[src/shared/drive_psm_pkg.sv]
package drive_psm_pkg;

	// Register indices; byte address is four times the index
	localparam int unsigned   ADDR_W       = 18;
	localparam logic [15:0]   IDX_CTRL     = 16'h6040;
	localparam logic [15:0]   IDX_STATUS   = 16'h6041;
	localparam logic [15:0]   IDX_MODE_REQ = 16'h6060;
	localparam logic [15:0]   IDX_MODE_ACT = 16'h6061;
	localparam logic [15:0]   IDX_OPT_QS   = 16'h605a;
	localparam logic [15:0]   IDX_OPT_SHUT = 16'h605b;
	localparam logic [15:0]   IDX_OPT_DOP  = 16'h605c;
	localparam logic [15:0]   IDX_OPT_HALT = 16'h605d;
	localparam logic [15:0]   IDX_OPT_FLT  = 16'h605e;
	localparam logic [15:0]   IDX_FE_WIN   = 16'h6065;
	localparam logic [15:0]   IDX_SLIP     = 16'h60f8;
	localparam logic [15:0]   IDX_OPT_FERR = 16'h3700;

	// Request word bit positions
	localparam int unsigned   CW_SWITCH_ON = 0;
	localparam int unsigned   CW_VOLTAGE   = 1;
	localparam int unsigned   CW_QSTOP_N   = 2;
	localparam int unsigned   CW_ENABLE_OP = 3;
	localparam int unsigned   CW_FLT_RESET = 7;
	localparam int unsigned   CW_HALT      = 8;

	// Report word bit positions
	localparam int unsigned   SW_READY     = 0;
	localparam int unsigned   SW_ON        = 1;
	localparam int unsigned   SW_OP_EN     = 2;
	localparam int unsigned   SW_FAULT     = 3;
	localparam int unsigned   SW_QSTOP_N   = 5;
	localparam int unsigned   SW_DISABLED  = 6;

	// Reset values
	localparam logic [15:0]   RST_CTRL     = 16'h0000;
	localparam logic [15:0]   RST_OPT      = 16'h0000;
	localparam logic [7:0]    RST_MODE     = 8'h00;
	localparam logic [31:0]   RST_FE_WIN   = 32'hffff_ffff;
	localparam logic [31:0]   RST_SLIP     = 32'h0000_0000;

	// Monitoring switched off by these values
	localparam logic [31:0]   FE_WIN_OFF   = 32'hffff_ffff;
	localparam logic [31:0]   SLIP_OFF     = 32'h7fff_ffff;

	// Stop option codes
	localparam logic [15:0]   OPT_IMM      = 16'h0000;
	localparam logic [15:0]   OPT_SLOW     = 16'h0001;
	localparam logic [15:0]   OPT_QUICK    = 16'h0002;

	// Modes in which the halt bit acts
	localparam logic [7:0]    MODE_PP      = 8'h01;
	localparam logic [7:0]    MODE_VEL     = 8'h02;
	localparam logic [7:0]    MODE_PV      = 8'h03;
	localparam logic [7:0]    MODE_PT      = 8'h04;
	localparam logic [7:0]    MODE_IP      = 8'h07;

	typedef enum logic [2:0] {
		ST_NOT_READY,
		ST_DISABLED,
		ST_READY,
		ST_SWITCHED_ON,
		ST_OP_ENABLED,
		ST_QUICK_STOP,
		ST_FAULT_REACT,
		ST_FAULT
	} psm_state_t;

	typedef enum logic [1:0] {
		STOP_IMM,
		STOP_SLOW,
		STOP_QUICK,
		STOP_NONE
	} stop_act_t;

	typedef struct packed {
		logic immediate;
		logic slow_ramp;
		logic quick_ramp;
	} brake_t;

	typedef struct packed {
		logic shutdown;
		logic switch_on;
		logic disable_voltage;
		logic quick_stop;
		logic enable_op;
	} psm_cmd_t;

endpackage

[src/rtl/stop_option_decoder.sv]
`timescale 1ns/100ps
module stop_option_decoder
	import drive_psm_pkg::*;
#(
	parameter bit        ALLOW_IMM    = 1'b1,
	parameter bit        ALLOW_SLOW   = 1'b1,
	parameter bit        ALLOW_QUICK  = 1'b1,
	parameter stop_act_t RESERVED_ACT = STOP_IMM
)(
	input  wire logic [15:0] code,
	output stop_act_t        act
);

	// Reserved codes fall back to a safe fixed reaction
	always_comb begin
		if (ALLOW_IMM && code == OPT_IMM) begin
			act = STOP_IMM;
		end else if (ALLOW_SLOW && code == OPT_SLOW) begin
			act = STOP_SLOW;
		end else if (ALLOW_QUICK && code == OPT_QUICK) begin
			act = STOP_QUICK;
		end else begin
			act = RESERVED_ACT;
		end
	end

endmodule

[src/rtl/drive_power_state_machine.sv]
// Added by the designer: the APB interface to the registers.
`timescale 1ns/100ps
// Function
// Master writes request word for state changes; state shows only in report word.
// Decode request bits 7,3,2,1,0 into shutdown, switch on, disable, quick stop, enable.
// Fault reset only on a rising edge of request bit 7.
// Report word bits 6,5,3..0 encode each of the eight states.
// After passed self-test, enter switch on disabled.
// Unrecoverable error forces not ready to switch on permanently.
// Mode request writable anytime; active mode shown in separate read-only word.
// Quick stop option: 0 immediate, 1 slow ramp, 2 quick ramp, then disabled.
// Shutdown option: 0 immediate, 1 slow ramp then switch on disabled.
// Disable operation option: 0 immediate, 1 slow ramp then switch on disabled.
// Halt bit applies halt option: 1 slow ramp, 2 quick ramp.
// Halt acts only in PP, velocity, PV, torque and interpolated modes.
// Fault brakes per fault option: 0 immediate, 1 slow, 2 quick.
// Following or slippage error brakes per its own option code.
// Error monitoring off when window is all ones or limit is maximum positive.
// Switch on and disable operation share a pattern; current state tells them apart.
// After a ramped stop, state changes only at standstill; report holds old state.
module drive_power_state_machine
	import drive_psm_pkg::*;
(
	input  wire logic              pclk,
	input  wire logic              presetn,
	input  wire logic              psel,
	input  wire logic              penable,
	input  wire logic              pwrite,
	input  wire logic [ADDR_W-1:0] paddr,
	input  wire logic [31:0]       pwdata,
	output logic      [31:0]       prdata,
	output logic                   pready,
	output logic                   pslverr,
	input  wire logic              self_test_pass,
	input  wire logic              unrecoverable_err,
	input  wire logic              fault_event,
	input  wire logic              follow_err_event,
	input  wire logic              motor_standstill,
	output brake_t                 brake,
	output logic                   drive_enable,
	output logic                   monitor_enable,
	output logic      [7:0]        mode_active
);

	logic [15:0] ctrl_r;
	logic [15:0] opt_qs_r;
	logic [15:0] opt_shut_r;
	logic [15:0] opt_dop_r;
	logic [15:0] opt_halt_r;
	logic [15:0] opt_flt_r;
	logic [15:0] opt_ferr_r;
	logic [7:0]  mode_req_r;
	logic [7:0]  mode_act_r;
	logic [31:0] fe_win_r;
	logic [31:0] slip_r;
	logic [31:0] prdata_r;
	logic        err_r;
	logic        unrec_r;
	logic        fr_prev_r;
	logic        pend_r;
	logic        pend_nxt;
	logic        drive_en_r;
	psm_state_t  state_r;
	psm_state_t  state_nxt;
	psm_state_t  target_r;
	psm_state_t  target_nxt;
	stop_act_t   pend_act_r;
	stop_act_t   pend_act_nxt;
	brake_t      brake_r;
	brake_t      brake_nxt;
	psm_cmd_t    cmd;
	stop_act_t   qs_act;
	stop_act_t   shut_act;
	stop_act_t   dop_act;
	stop_act_t   halt_act;
	stop_act_t   flt_act;
	stop_act_t   ferr_act;
	logic [15:0] status_w;
	logic [15:0] idx;
	logic        wr_en;
	logic        setup;
	logic        fr_edge;
	logic        halt_mode_ok;
	logic        ferr_hit;
	logic        fault_any;
	logic        unrec_any;

	function automatic brake_t act_to_brake(stop_act_t a);
		brake_t b;
		b = '0;
		b.immediate  = (a == STOP_IMM);
		b.slow_ramp  = (a == STOP_SLOW);
		b.quick_ramp = (a == STOP_QUICK);
		return b;
	endfunction

	// Option decoders; reserved codes stop at once except for halt
	stop_option_decoder #(.ALLOW_QUICK(1'b1), .RESERVED_ACT(STOP_IMM)) u_dec_qs (
		.code (opt_qs_r),
		.act  (qs_act)
	);
	stop_option_decoder #(.ALLOW_QUICK(1'b0), .RESERVED_ACT(STOP_IMM)) u_dec_shut (
		.code (opt_shut_r),
		.act  (shut_act)
	);
	stop_option_decoder #(.ALLOW_QUICK(1'b0), .RESERVED_ACT(STOP_IMM)) u_dec_dop (
		.code (opt_dop_r),
		.act  (dop_act)
	);
	stop_option_decoder #(.ALLOW_IMM(1'b0), .RESERVED_ACT(STOP_NONE)) u_dec_halt (
		.code (opt_halt_r),
		.act  (halt_act)
	);
	stop_option_decoder #(.RESERVED_ACT(STOP_IMM)) u_dec_flt (
		.code (opt_flt_r),
		.act  (flt_act)
	);
	stop_option_decoder #(.RESERVED_ACT(STOP_IMM)) u_dec_ferr (
		.code (opt_ferr_r),
		.act  (ferr_act)
	);

	// Command decode from the request word
	always_comb begin
		cmd.shutdown        = !ctrl_r[CW_FLT_RESET] && ctrl_r[CW_QSTOP_N]
		                      && ctrl_r[CW_VOLTAGE] && !ctrl_r[CW_SWITCH_ON];
		cmd.switch_on       = !ctrl_r[CW_FLT_RESET] && !ctrl_r[CW_ENABLE_OP]
		                      && (ctrl_r[2:0] == 3'b111);
		cmd.disable_voltage = !ctrl_r[CW_FLT_RESET] && !ctrl_r[CW_VOLTAGE];
		cmd.quick_stop      = !ctrl_r[CW_FLT_RESET] && !ctrl_r[CW_QSTOP_N]
		                      && ctrl_r[CW_VOLTAGE];
		cmd.enable_op       = !ctrl_r[CW_FLT_RESET] && ctrl_r[CW_ENABLE_OP]
		                      && (ctrl_r[2:0] == 3'b111);
	end

	assign fr_edge        = ctrl_r[CW_FLT_RESET] && !fr_prev_r;
	assign halt_mode_ok   = (mode_act_r == MODE_PP) || (mode_act_r == MODE_VEL)
	                        || (mode_act_r == MODE_PV) || (mode_act_r == MODE_PT)
	                        || (mode_act_r == MODE_IP);
	assign monitor_enable = (fe_win_r != FE_WIN_OFF) && (slip_r != SLIP_OFF);
	assign ferr_hit       = follow_err_event && monitor_enable;
	assign fault_any      = fault_event || ferr_hit;
	assign unrec_any      = unrec_r || unrecoverable_err;

	// Report word from state only
	always_comb begin
		status_w = '0;
		unique case (state_r)
			ST_NOT_READY:   status_w[6:0] = 7'b000_0000;
			ST_DISABLED:    status_w[6:0] = 7'b100_0000;
			ST_READY:       status_w[6:0] = 7'b010_0001;
			ST_SWITCHED_ON: status_w[6:0] = 7'b010_0011;
			ST_OP_ENABLED:  status_w[6:0] = 7'b010_0111;
			ST_QUICK_STOP:  status_w[6:0] = 7'b000_0111;
			ST_FAULT_REACT: status_w[6:0] = 7'b000_1111;
			ST_FAULT:       status_w[6:0] = 7'b000_1000;
		endcase
	end

	// Next state; priority: lock-out, fault, pending stop, commands
	always_comb begin
		state_nxt    = state_r;
		target_nxt   = target_r;
		pend_nxt     = pend_r;
		pend_act_nxt = pend_act_r;
		brake_nxt    = '0;
		if (unrec_any) begin
			state_nxt = ST_NOT_READY;
			pend_nxt  = 1'b0;
			brake_nxt = act_to_brake(STOP_IMM);
		end else if (fault_any && state_r != ST_NOT_READY && state_r != ST_FAULT_REACT
		             && state_r != ST_FAULT) begin
			state_nxt    = ST_FAULT_REACT;
			target_nxt   = ST_FAULT;
			pend_nxt     = 1'b1;
			pend_act_nxt = ferr_hit ? ferr_act : flt_act;
			brake_nxt    = act_to_brake(pend_act_nxt);
		end else if (pend_r) begin
			// Ramped stops wait for standstill; immediate ones finish next cycle
			brake_nxt = act_to_brake(pend_act_r);
			if (pend_act_r == STOP_IMM || motor_standstill) begin
				state_nxt = target_r;
				pend_nxt  = 1'b0;
			end
		end else begin
			unique case (state_r)
				ST_NOT_READY: if (self_test_pass) state_nxt = ST_DISABLED;
				ST_DISABLED: if (cmd.shutdown) state_nxt = ST_READY;
				ST_READY: begin
					if (cmd.disable_voltage || cmd.quick_stop) begin
						state_nxt = ST_DISABLED;
					end else if (cmd.switch_on) begin
						state_nxt = ST_SWITCHED_ON;
					end
				end
				ST_SWITCHED_ON: begin
					if (cmd.disable_voltage || cmd.quick_stop) begin
						state_nxt = ST_DISABLED;
					end else if (cmd.shutdown) begin
						state_nxt = ST_READY;
					end else if (cmd.enable_op) begin
						state_nxt = ST_OP_ENABLED;
					end
				end
				ST_OP_ENABLED: begin
					if (cmd.disable_voltage) begin
						state_nxt = ST_DISABLED;
						brake_nxt = act_to_brake(STOP_IMM);
					end else if (cmd.quick_stop) begin
						state_nxt    = ST_QUICK_STOP;
						target_nxt   = ST_DISABLED;
						pend_nxt     = 1'b1;
						pend_act_nxt = qs_act;
						brake_nxt    = act_to_brake(qs_act);
					end else if (cmd.shutdown) begin
						// Immediate goes straight on; ramp holds state until stopped
						if (shut_act == STOP_IMM) begin
							state_nxt = ST_READY;
							brake_nxt = act_to_brake(STOP_IMM);
						end else begin
							target_nxt   = ST_DISABLED;
							pend_nxt     = 1'b1;
							pend_act_nxt = shut_act;
							brake_nxt    = act_to_brake(shut_act);
						end
					end else if (cmd.switch_on) begin
						if (dop_act == STOP_IMM) begin
							state_nxt = ST_SWITCHED_ON;
							brake_nxt = act_to_brake(STOP_IMM);
						end else begin
							target_nxt   = ST_DISABLED;
							pend_nxt     = 1'b1;
							pend_act_nxt = dop_act;
							brake_nxt    = act_to_brake(dop_act);
						end
					end else if (ctrl_r[CW_HALT] && halt_mode_ok) begin
						brake_nxt = act_to_brake(halt_act);
					end
				end
				ST_QUICK_STOP: if (cmd.disable_voltage) state_nxt = ST_DISABLED;
				ST_FAULT_REACT: state_nxt = ST_FAULT;
				ST_FAULT: if (fr_edge) state_nxt = ST_DISABLED;
			endcase
		end
	end

	// State machine registers
	always_ff @(posedge pclk or negedge presetn) begin
		if (!presetn) begin
			state_r    <= ST_NOT_READY;
			target_r   <= ST_DISABLED;
			pend_r     <= 1'b0;
			pend_act_r <= STOP_IMM;
			brake_r    <= '0;
		end else begin
			state_r    <= state_nxt;
			target_r   <= target_nxt;
			pend_r     <= pend_nxt;
			pend_act_r <= pend_act_nxt;
			brake_r    <= brake_nxt;
		end
	end

	// Sticky lock-out, edge history, power stage enable
	always_ff @(posedge pclk or negedge presetn) begin
		if (!presetn) begin
			unrec_r    <= 1'b0;
			fr_prev_r  <= 1'b0;
			drive_en_r <= 1'b0;
		end else begin
			unrec_r    <= unrec_any;
			fr_prev_r  <= ctrl_r[CW_FLT_RESET];
			drive_en_r <= (state_nxt == ST_OP_ENABLED) || (state_nxt == ST_QUICK_STOP)
			              || (state_nxt == ST_FAULT_REACT);
		end
	end

	// Active mode follows the request except while a stop is pending
	always_ff @(posedge pclk or negedge presetn) begin
		if (!presetn) begin
			mode_act_r <= RST_MODE;
		end else if (!pend_r) begin
			mode_act_r <= mode_req_r;
		end
	end

	// APB decode; no wait states
	assign idx   = paddr[17:2];
	assign setup = psel && !penable;
	assign wr_en = psel && penable && pwrite && !err_r;

	// Register writes at the access edge
	always_ff @(posedge pclk or negedge presetn) begin
		if (!presetn) begin
			ctrl_r     <= RST_CTRL;
			opt_qs_r   <= RST_OPT;
			opt_shut_r <= RST_OPT;
			opt_dop_r  <= RST_OPT;
			opt_halt_r <= RST_OPT;
			opt_flt_r  <= RST_OPT;
			opt_ferr_r <= RST_OPT;
			mode_req_r <= RST_MODE;
			fe_win_r   <= RST_FE_WIN;
			slip_r     <= RST_SLIP;
		end else if (wr_en) begin
			unique case (idx)
				IDX_CTRL:     ctrl_r     <= pwdata[15:0];
				IDX_OPT_QS:   opt_qs_r   <= pwdata[15:0];
				IDX_OPT_SHUT: opt_shut_r <= pwdata[15:0];
				IDX_OPT_DOP:  opt_dop_r  <= pwdata[15:0];
				IDX_OPT_HALT: opt_halt_r <= pwdata[15:0];
				IDX_OPT_FLT:  opt_flt_r  <= pwdata[15:0];
				IDX_OPT_FERR: opt_ferr_r <= pwdata[15:0];
				IDX_MODE_REQ: mode_req_r <= pwdata[7:0];
				IDX_FE_WIN:   fe_win_r   <= pwdata;
				IDX_SLIP:     slip_r     <= pwdata;
				default:      ;
			endcase
		end
	end

	// Read data and error latched in setup so both stand in access
	always_ff @(posedge pclk or negedge presetn) begin
		if (!presetn) begin
			prdata_r <= '0;
			err_r    <= 1'b0;
		end else if (setup) begin
			prdata_r <= '0;
			err_r    <= 1'b0;
			unique case (idx)
				IDX_CTRL:     prdata_r <= {16'h0000, ctrl_r};
				IDX_STATUS:   begin
					prdata_r <= {16'h0000, status_w};
					err_r    <= pwrite;
				end
				IDX_OPT_QS:   prdata_r <= {16'h0000, opt_qs_r};
				IDX_OPT_SHUT: prdata_r <= {16'h0000, opt_shut_r};
				IDX_OPT_DOP:  prdata_r <= {16'h0000, opt_dop_r};
				IDX_OPT_HALT: prdata_r <= {16'h0000, opt_halt_r};
				IDX_OPT_FLT:  prdata_r <= {16'h0000, opt_flt_r};
				IDX_OPT_FERR: prdata_r <= {16'h0000, opt_ferr_r};
				IDX_MODE_REQ: prdata_r <= {24'h000000, mode_req_r};
				IDX_MODE_ACT: begin
					prdata_r <= {24'h000000, mode_act_r};
					err_r    <= pwrite;
				end
				IDX_FE_WIN:   prdata_r <= fe_win_r;
				IDX_SLIP:     prdata_r <= slip_r;
				default:      err_r    <= 1'b1;
			endcase
		end
	end

	assign prdata       = prdata_r;
	assign pready       = 1'b1;
	assign pslverr      = psel && penable && err_r;
	assign brake        = brake_r;
	assign drive_enable = drive_en_r;
	assign mode_active  = mode_act_r;

	// Checks
	logic quiet;
	assign quiet = !unrec_any && !fault_any && !pend_r;

	a_selftest_enter: assert property (@(posedge pclk) disable iff (!presetn)
		state_r == ST_NOT_READY && self_test_pass && quiet |=> state_r == ST_DISABLED)
		else $error("self-test pass did not reach switch on disabled");
	a_unrec_lock: assert property (@(posedge pclk) disable iff (!presetn)
		unrecoverable_err |=> (state_r == ST_NOT_READY) [*8])
		else $error("left not ready after unrecoverable error");
	a_fault_code: assert property (@(posedge pclk) disable iff (!presetn)
		state_r == ST_FAULT |-> status_w[3:0] == 4'b1000 && !status_w[SW_DISABLED])
		else $error("fault state encoded wrongly");
	a_fault_hold: assert property (@(posedge pclk) disable iff (!presetn)
		state_r == ST_FAULT && !fr_edge && !unrec_any |=> state_r == ST_FAULT)
		else $error("fault left without rising reset edge");
	a_enable_op: assert property (@(posedge pclk) disable iff (!presetn)
		state_r == ST_SWITCHED_ON && cmd.enable_op && quiet |=> state_r == ST_OP_ENABLED)
		else $error("enable operation not taken");
	a_switch_on: assert property (@(posedge pclk) disable iff (!presetn)
		state_r == ST_READY && cmd.switch_on && quiet |=> state_r == ST_SWITCHED_ON)
		else $error("switch on not taken from ready");
	a_ramp_hold: assert property (@(posedge pclk) disable iff (!presetn)
		pend_r && pend_act_r != STOP_IMM && !motor_standstill && !unrec_any && !fault_any
		|=> $stable(state_r))
		else $error("state changed before standstill");
	a_halt_mode: assert property (@(posedge pclk) disable iff (!presetn)
		state_r == ST_OP_ENABLED && ctrl_r[CW_HALT] && !halt_mode_ok && quiet
		&& ctrl_r[2:0] == 3'b111 && ctrl_r[CW_ENABLE_OP] |=> brake_r == '0)
		else $error("halt acted in a mode without halt");
	a_qs_quick: assert property (@(posedge pclk) disable iff (!presetn)
		state_r == ST_OP_ENABLED && cmd.quick_stop && quiet && opt_qs_r == OPT_QUICK
		|=> state_r == ST_QUICK_STOP && brake_r.quick_ramp)
		else $error("quick stop option 2 not applied");
	a_fault_slow: assert property (@(posedge pclk) disable iff (!presetn)
		state_r == ST_OP_ENABLED && fault_event && !unrec_any && opt_flt_r == OPT_SLOW
		&& !ferr_hit |=> state_r == ST_FAULT_REACT && brake_r.slow_ramp)
		else $error("fault option 1 not applied");
	a_monitor_off: assert property (@(posedge pclk) disable iff (!presetn)
		state_r == ST_OP_ENABLED && follow_err_event
		&& (fe_win_r == FE_WIN_OFF || slip_r == SLIP_OFF)
		&& !fault_event && !unrec_any |=> state_r != ST_FAULT_REACT)
		else $error("following error acted while monitoring off");
	a_status_ro: assert property (@(posedge pclk) disable iff (!presetn)
		setup && pwrite && idx == IDX_STATUS |=> pslverr)
		else $error("write to report word not refused");

	c_op_enabled: cover property (@(posedge pclk) disable iff (!presetn)
		state_r == ST_SWITCHED_ON ##1 state_r == ST_OP_ENABLED);
	c_ramp_done: cover property (@(posedge pclk) disable iff (!presetn)
		pend_r && pend_act_r == STOP_SLOW && motor_standstill);
	c_fault_reset: cover property (@(posedge pclk) disable iff (!presetn)
		state_r == ST_FAULT ##1 state_r == ST_DISABLED);

endmodule

[config.mk]
export PLATFORM = sky130hd
export DESIGN_NAME = drive_power_state_machine
export DESIGN_NICKNAME = d
export VERILOG_FILES = /design/src/shared/drive_psm_pkg.sv /design/src/rtl/stop_option_decoder.sv /design/src/rtl/drive_power_state_machine.sv
export SDC_FILE = /design/constraint.sdc
export NUM_CORES = 1
export LEC_CHECK = 0
export ABC_CLOCK_PERIOD_IN_PS = 7200
export BUFFER_PORTS_ARGS = -buffer_cell sky130_fd_sc_hd__buf_2
export CORE_ASPECT_RATIO = 1.4
export CORE_MARGIN = 3
export CORE_UTILIZATION = 34
export DETAILED_ROUTE_END_ITERATION = 10
export MAX_ROUTING_LAYER = met4
export PLACE_DENSITY = 0.61
export SLEW_MARGIN = 5
export SYNTH_ARGS = -nofsm -noshare
export SYNTH_HDL_FRONTEND = slang
export SYNTH_SLANG_ARGS = --single-unit
[constraint.sdc]
create_clock -name pclk -period 7.2 [get_ports pclk]
set_clock_uncertainty 0.2 [all_clocks]
set_input_delay 0.72 -clock pclk [delete_from_list [all_inputs] [get_ports pclk]]
set_output_delay 0.72 -clock pclk [all_outputs]
set_load 0.05 [all_outputs]
Yosys cells after proc, flatten, opt, wreduce, memory -nomap -nowiden --
Memories as Yosys holds them, arrays and structs flattened. Index checks and enable logic that the tools add are counted.
Storage, ports and cells: latch bits 0, bits in read-only memories 48, memory bits (writable) 0, register bits after elaboration 240, memories kept 1, word-level logic and storage cells 229
Operators by class: shifts and indexed selects 0, equal/unequal tests 58, order comparisons 0, bitwise logic cells 1, reduce and logical (&&, ||, !) cells 68, div/mod/pow operators 0, $add $sub $neg 0, multiplexer cells 78, $mul 0
Memories:
- (no name shown) | words 8, bits a word 6, read ports 1, clocked after memory_dff 0, write ports 0, RTL line drive_power_state_machine.sv:148 | unique case (state_r)
Operators with widths (number):
- 32-bit case mux with 12 select lines | 1
- 16-bit by 15-bit == test with 1-bit output (second input constant) | 11
- 3-bit 2-to-1 mux | 39
- 16-bit by 1-bit == test with 1-bit output (second input constant) | 6
- 16-bit zero test | 5
- 16-bit by 2-bit == test with 1-bit output (second input constant) | 4
- 2-bit 2-to-1 mux | 20
- 32-bit by 31-bit != test with 1-bit output (second input constant) | 1
- 32-bit != test (second input constant) | 1
- 3-bit == test (second input constant) | 8
- 3-bit case mux with 8 select lines | 1
- 1-bit logical AND | 22
- 2-bit AND reduction | 10
- 16-bit by 14-bit == test with 1-bit output (second input constant) | 1
- 8-bit by 2-bit == test with 1-bit output (second input constant) | 2
- 8-bit by 3-bit == test with 1-bit output (second input constant) | 2
- 1-bit 2-to-1 mux | 16
- 2-bit by 1-bit == test with 1-bit output (second input constant) | 6
- 2-bit == test (second input constant) | 6
- 2-bit zero test | 6
- 1-bit logical OR | 10
- 10-bit OR reduction | 1
- 8-bit by 1-bit == test with 1-bit output (second input constant) | 1
- 1-bit zero test | 8
- other kinds (13) | 17

Logic depth before layout (Yosys ltp) --
depth in word-level cells 16, mapped depth 9

Cells and area by module --
A second synthesis with hierarchy kept.
Unflattened totals: cells, all modules 962, area total of the unflattened synthesis 11811.3 µm²
By module, submodules not included:
- drive_power_state_machine | area each 11472.3 µm², cells each 920, times used 1
- stop_option_decoder at u_dec_ferr ... | area each 58.8 µm², cells each 7, times used 3
- stop_option_decoder at u_dec_dop ... | area each 47.5 µm², cells each 7, times used 2
- stop_option_decoder at u_dec_halt | area each 67.6 µm², cells each 7, times used 1

Worst setup path after synthesis --
Ideal clock, no wire load.
path kind input to register, start input paddr[11], end register opt_dop_r[10], slack 4374 ps, arrival 2501 ps, setup time 125 ps, stages 9, required time 6875 ps, cell sequence and4bb_1 -> buf_6 -> and4b_1 -> buf_6 -> nand3_4 -> or4_4 -> buf_6 -> buf_12 -> mux2_4
Between the ends: word-level cells in the longest chain between the ends 2
Ends and longest elaborated chain:
- from (decl) | RTL line drive_power_state_machine.sv:29 | input wire logic [ADDR_W-1:0] paddr,
- 16-bit by 15-bit == test with 1-bit output | RTL line drive_power_state_machine.sv:306 | unique case (idx)
- 2-bit AND reduction (no source line)
- to (signal assigned) | RTL line drive_power_state_machine.sv:310 | IDX_OPT_DOP: opt_dop_r <= pwdata[15:0];
- to (decl) | RTL line drive_power_state_machine.sv:48 | logic [15:0] opt_dop_r;
No other way between the ends. A chain may end at the register's enable or synchronous reset.

Worst setup path after layout --
start input paddr[11], end register opt_shut_r[0]
Between the ends: word-level cells in the longest chain between the ends 2
Ends and longest elaborated chain:
- 16-bit by 15-bit == test with 1-bit output | RTL line drive_power_state_machine.sv:306
- 2-bit AND reduction (no source line)
- to (signal assigned) | RTL line drive_power_state_machine.sv:309 | IDX_OPT_SHUT: opt_shut_r <= pwdata[15:0];
- to (decl) | RTL line drive_power_state_machine.sv:47 | logic [15:0] opt_shut_r;
No other way between the ends.

==> impl_results.md <==
* Status: complete, no violations
* Worst Tran Pin Value at approximately 1.1 ns
* Initial Util at 0.346
* Min Tclk post-route at 3.53 ns
* Slew Viols, Final at 0
* Power Total at 2.77 mW
* Core area at roughly 34000 um^2
* FF+latch count, synth at 238
* PwrDens at approximately 200 nW/um^2
* RSZ-0062 raised after global routing: no
* Clock Tree Root: clkbuf_16
* Pleak at around 6.2 nW
* Mapped Avg Cell Area at 11.9 um^2
* Rows at 80
* Cts repair resizes at 0
* Synth Area in Compound Gates at 0.105
* Max cap viols at 0
* GRT met2 Usage at 0.360
* Xor and xnor area share after synthesis at 0.00222
* DRT Pass-1 Iters at 7
* Critical path capture point type: register
* Input/output buffers at approximately 100
* Clock Latency Late Sink at about 0.53 ns
* Number of synthesized flops with an enable pin at 0
* First-pass GRT wire length at about 55000 um
* Finished Core Util at 0.396
* Hold Path Class: primary input to async pin
* Area of the multi-input gates at approximately 5500 um^2
* Top_reg_cell synth: dfrtp_1
* Final hold vios at 0
* Post-Synthesis Cells at between 900 and 1k
* Num CTS Buffers at 25
* Area Growth Syn to Fin at 14.5%
* # setup viols final at 0
* Die ar. at approximately 37000 um^2
* Net Sw Frac at 0.231
* Gpl congestion at about 0.96
* Routed Antenna Nets at 0
* Setup bufs post-CTS at 0
* Adder-Cell Fraction of Synth Area at 0
* Clk pin slew, worst setup/hold paths at approximately 0.060 ns
* Fillcell total at ~3.4k
* Total grt overflow at 0
* All-Layer GR Usage at 0.200
* WL final at approximately 36000 um
* Critical path type: primary input to register
* Die Height at roughly 230 um
* Antenna violations before repair at 0
* Synth Area in Simple Gates at 0.137
* Post-CTS Hold Buffers at 0
* Placed Area at between 10000 and 15000 um^2
* Worst VDD drop at around 0.17 mV
* CTS Sinks at roughly 240
* TritonCTS clock tree: yes
* Post-layout nets at between 1k and 1.5k
* Synth Net Count at 1051
* 1st-iter DRT viols at around 600
* Worst Setup Start Kind: primary input
* Period utilization at 0.490
* Highest clock rate at between 0.2 and 0.3 GHz
* Antenna diode count at 0
* Top Ports at ~110
* Clk buf depth at 3
* Max H-tree Level at 1
* Synth async-reset ratio at 1.00
* Comb pwr share at 0.041
* Total negative slack at 0 ns
* Sequential Area at roughly 6000 um^2
* Global route hottest layer: met2
* Yosys cell types at 87
* WL per Instance at between 20 and 25 um
* CP arrival at 3.74 ns
* Int Power at about 2.1 mW
* Proportion of synthesized area in mux cells at 0.218
* Slew headroom at 0.225
* Synth warn at 0
* Seq/Total Area, Yosys at 0.507
* Share of cells above drive strength 1 at 0.359
* Grt met3 use at 0.0207
* NetSw at 0.640 mW
* Vias per inst at 5.67
* Detailed Place HPWL at approximately 26000 um
* Power share of the clock group at 0.474
* Via count at 8734
* Final Instance Area at roughly 14000 um^2
* Synthesized cell area at around 12000 um^2
* CP max FO at 19
* Number of global-route vias before repair at approximately 8.9k
* Main combinational cell family by area after synthesis: multiplexers
* Met1 Usage GRT at 0.226
* DRC viols at 0
* Seq pwr share at 0.485
* CP Data Required Time at around 7.4 ns
* Largest net degree at the start of global routing at about 120
* Width of the die at 164 um
==> final cells by class <==
cell class | count | area share
clock buffers | 34 | 0.0516
clock inverters | 12 | 0.00942
inverters | 12 | 0.00332
multi-input cells | 676 | 0.404
flip-flops and latches | 238 | 0.442
well taps | 451 | 0.0416
repair buffers | 118 | 0.0471
==> cell usage after synthesis, types with 10 or more instances <==
library cell,count,area share
a2111oi_0,12,0.0089
a21oi_1,23,0.0097
a22o_1,11,0.0081
a22oi_1,24,0.015
and3_1,12,0.0063
buf_2,21,0.0089
clkbuf_1,25,0.0079
dfrtp_1,206,0.44
dfstp_2,32,0.071
inv_1,11,0.0035
mux2_1,27,0.026
mux2_2,160,0.15
mux2_4,10,0.013
mux2i_1,32,0.027
nand2_1,64,0.020
nand3_1,13,0.0055
nand4_1,28,0.015
nor2_1,31,0.0098
nor3_1,14,0.0059
nor4_1,37,0.020
o21ai_0,25,0.011
o21ai_1,11,0.0047
o22ai_1,10,0.0053
==> cell families (layout without fill, tap and decap cells) <==
group,Yosys count,count (layout)
muxes,229,229
and+or+nand+nor,271,271
DFF,238,238
xor gates and xnor gates,3,3
AOI/OAI and AO/OA,172,172
buffers and inverters,77,176
other,1,1
==> placed cells by master, fill, tap and decap left out, drive strengths merged, types with 7 or more instances in the layout <==
master   count
mux2i       32
and3        12
nand2b       7
nor4        41
dfstp       32
nor2        33
a22o        11
a2111oi     12
inv         13
buf        118
or2          8
a22oi       24
nor3        15
nand3       14
o22ai       10
dfrtp      206
mux2       197
nand4       29
nand2       65
clkbuf      34
o21ai       36
clkinv       8
a21oi       23
nor4b        9
==> power by group through the flow <==
stage          combinational (mW)  sequential [mW]  clock [mW]
4_1_cts                     0.115             1.34        1.33
2_1_floorplan              0.0422             1.37           0
5_1_grt                     0.123             1.34        1.39
6_report                    0.113             1.34        1.31
3_5_place_dp                0.115             1.37           0
3_3_place_gp                0.113             1.37           0
==> per-layer routing <==
metal / wire length (um) / up-vias
li1: - / 3929
met5: 0 / -
met4: 1510 / 0
met1: 14200 / 4488
met2: 19100 / 246
met3: 1260 / 71
==> registers in the layout, summed over array words and instances (netlist names), 2 cells and up <==
signal	flops
brake	3
pend_act_r	2
opt_halt_r	16
ctrl_r	16
opt_shut_r	16
opt_ferr_r	16
prdata	32
mode_req_r	8
slip_r	32
opt_dop_r	16
opt_flt_r	16
fe_win_r	32
opt_qs_r	16
mode_active	8
state_r	3
==> critical path: stages <==
cell      delay [ns]
buf_2           0.10
and4bb_1        0.47
and4b_1         0.89
nand4_1         0.95
mux2_2          0.58
==> per-stage QoR <==
step / hold slack [ns] / std cells / setup slack, ns
after floorplan: 0.164 / 991 / 4.37
after global placement: 0.261 / 1495 / 3.21
after detailed placement: 0.270 / 1495 / 3.17
after CTS: 0.118 / 1541 / 3.74
after global routing: 0.133 / 1541 / 3.54
final: 0.0493 / 1541 / 3.67
==> worst paths after layout <==
check | start | endpoint | slack (ns) | cells past startpoint
max in group asynchronous | presetn | slip_r[16]$_DFFE_PN0P_ | 5.14 | 2
min | presetn | prdata[21]$_DFFE_PN0P_ | 0.05 | 1
max reg2reg | fe_win_r[17]$_DFFE_PN1P_ | drive_enable$_DFF_PN0_ | 4.27 | 7
max | paddr[11] | opt_shut_r[0]$_DFFE_PN0P_ | 3.67 | 5
min reg2reg | prdata[31]$_DFFE_PN0P_ | prdata[31]$_DFFE_PN0P_ | 0.28 | 2
min in group pclk | pwdata[24] | fe_win_r[24]$_DFFE_PN1P_ | 0.22 | 2
Note: power is estimated with default switching activity, not from simulation.
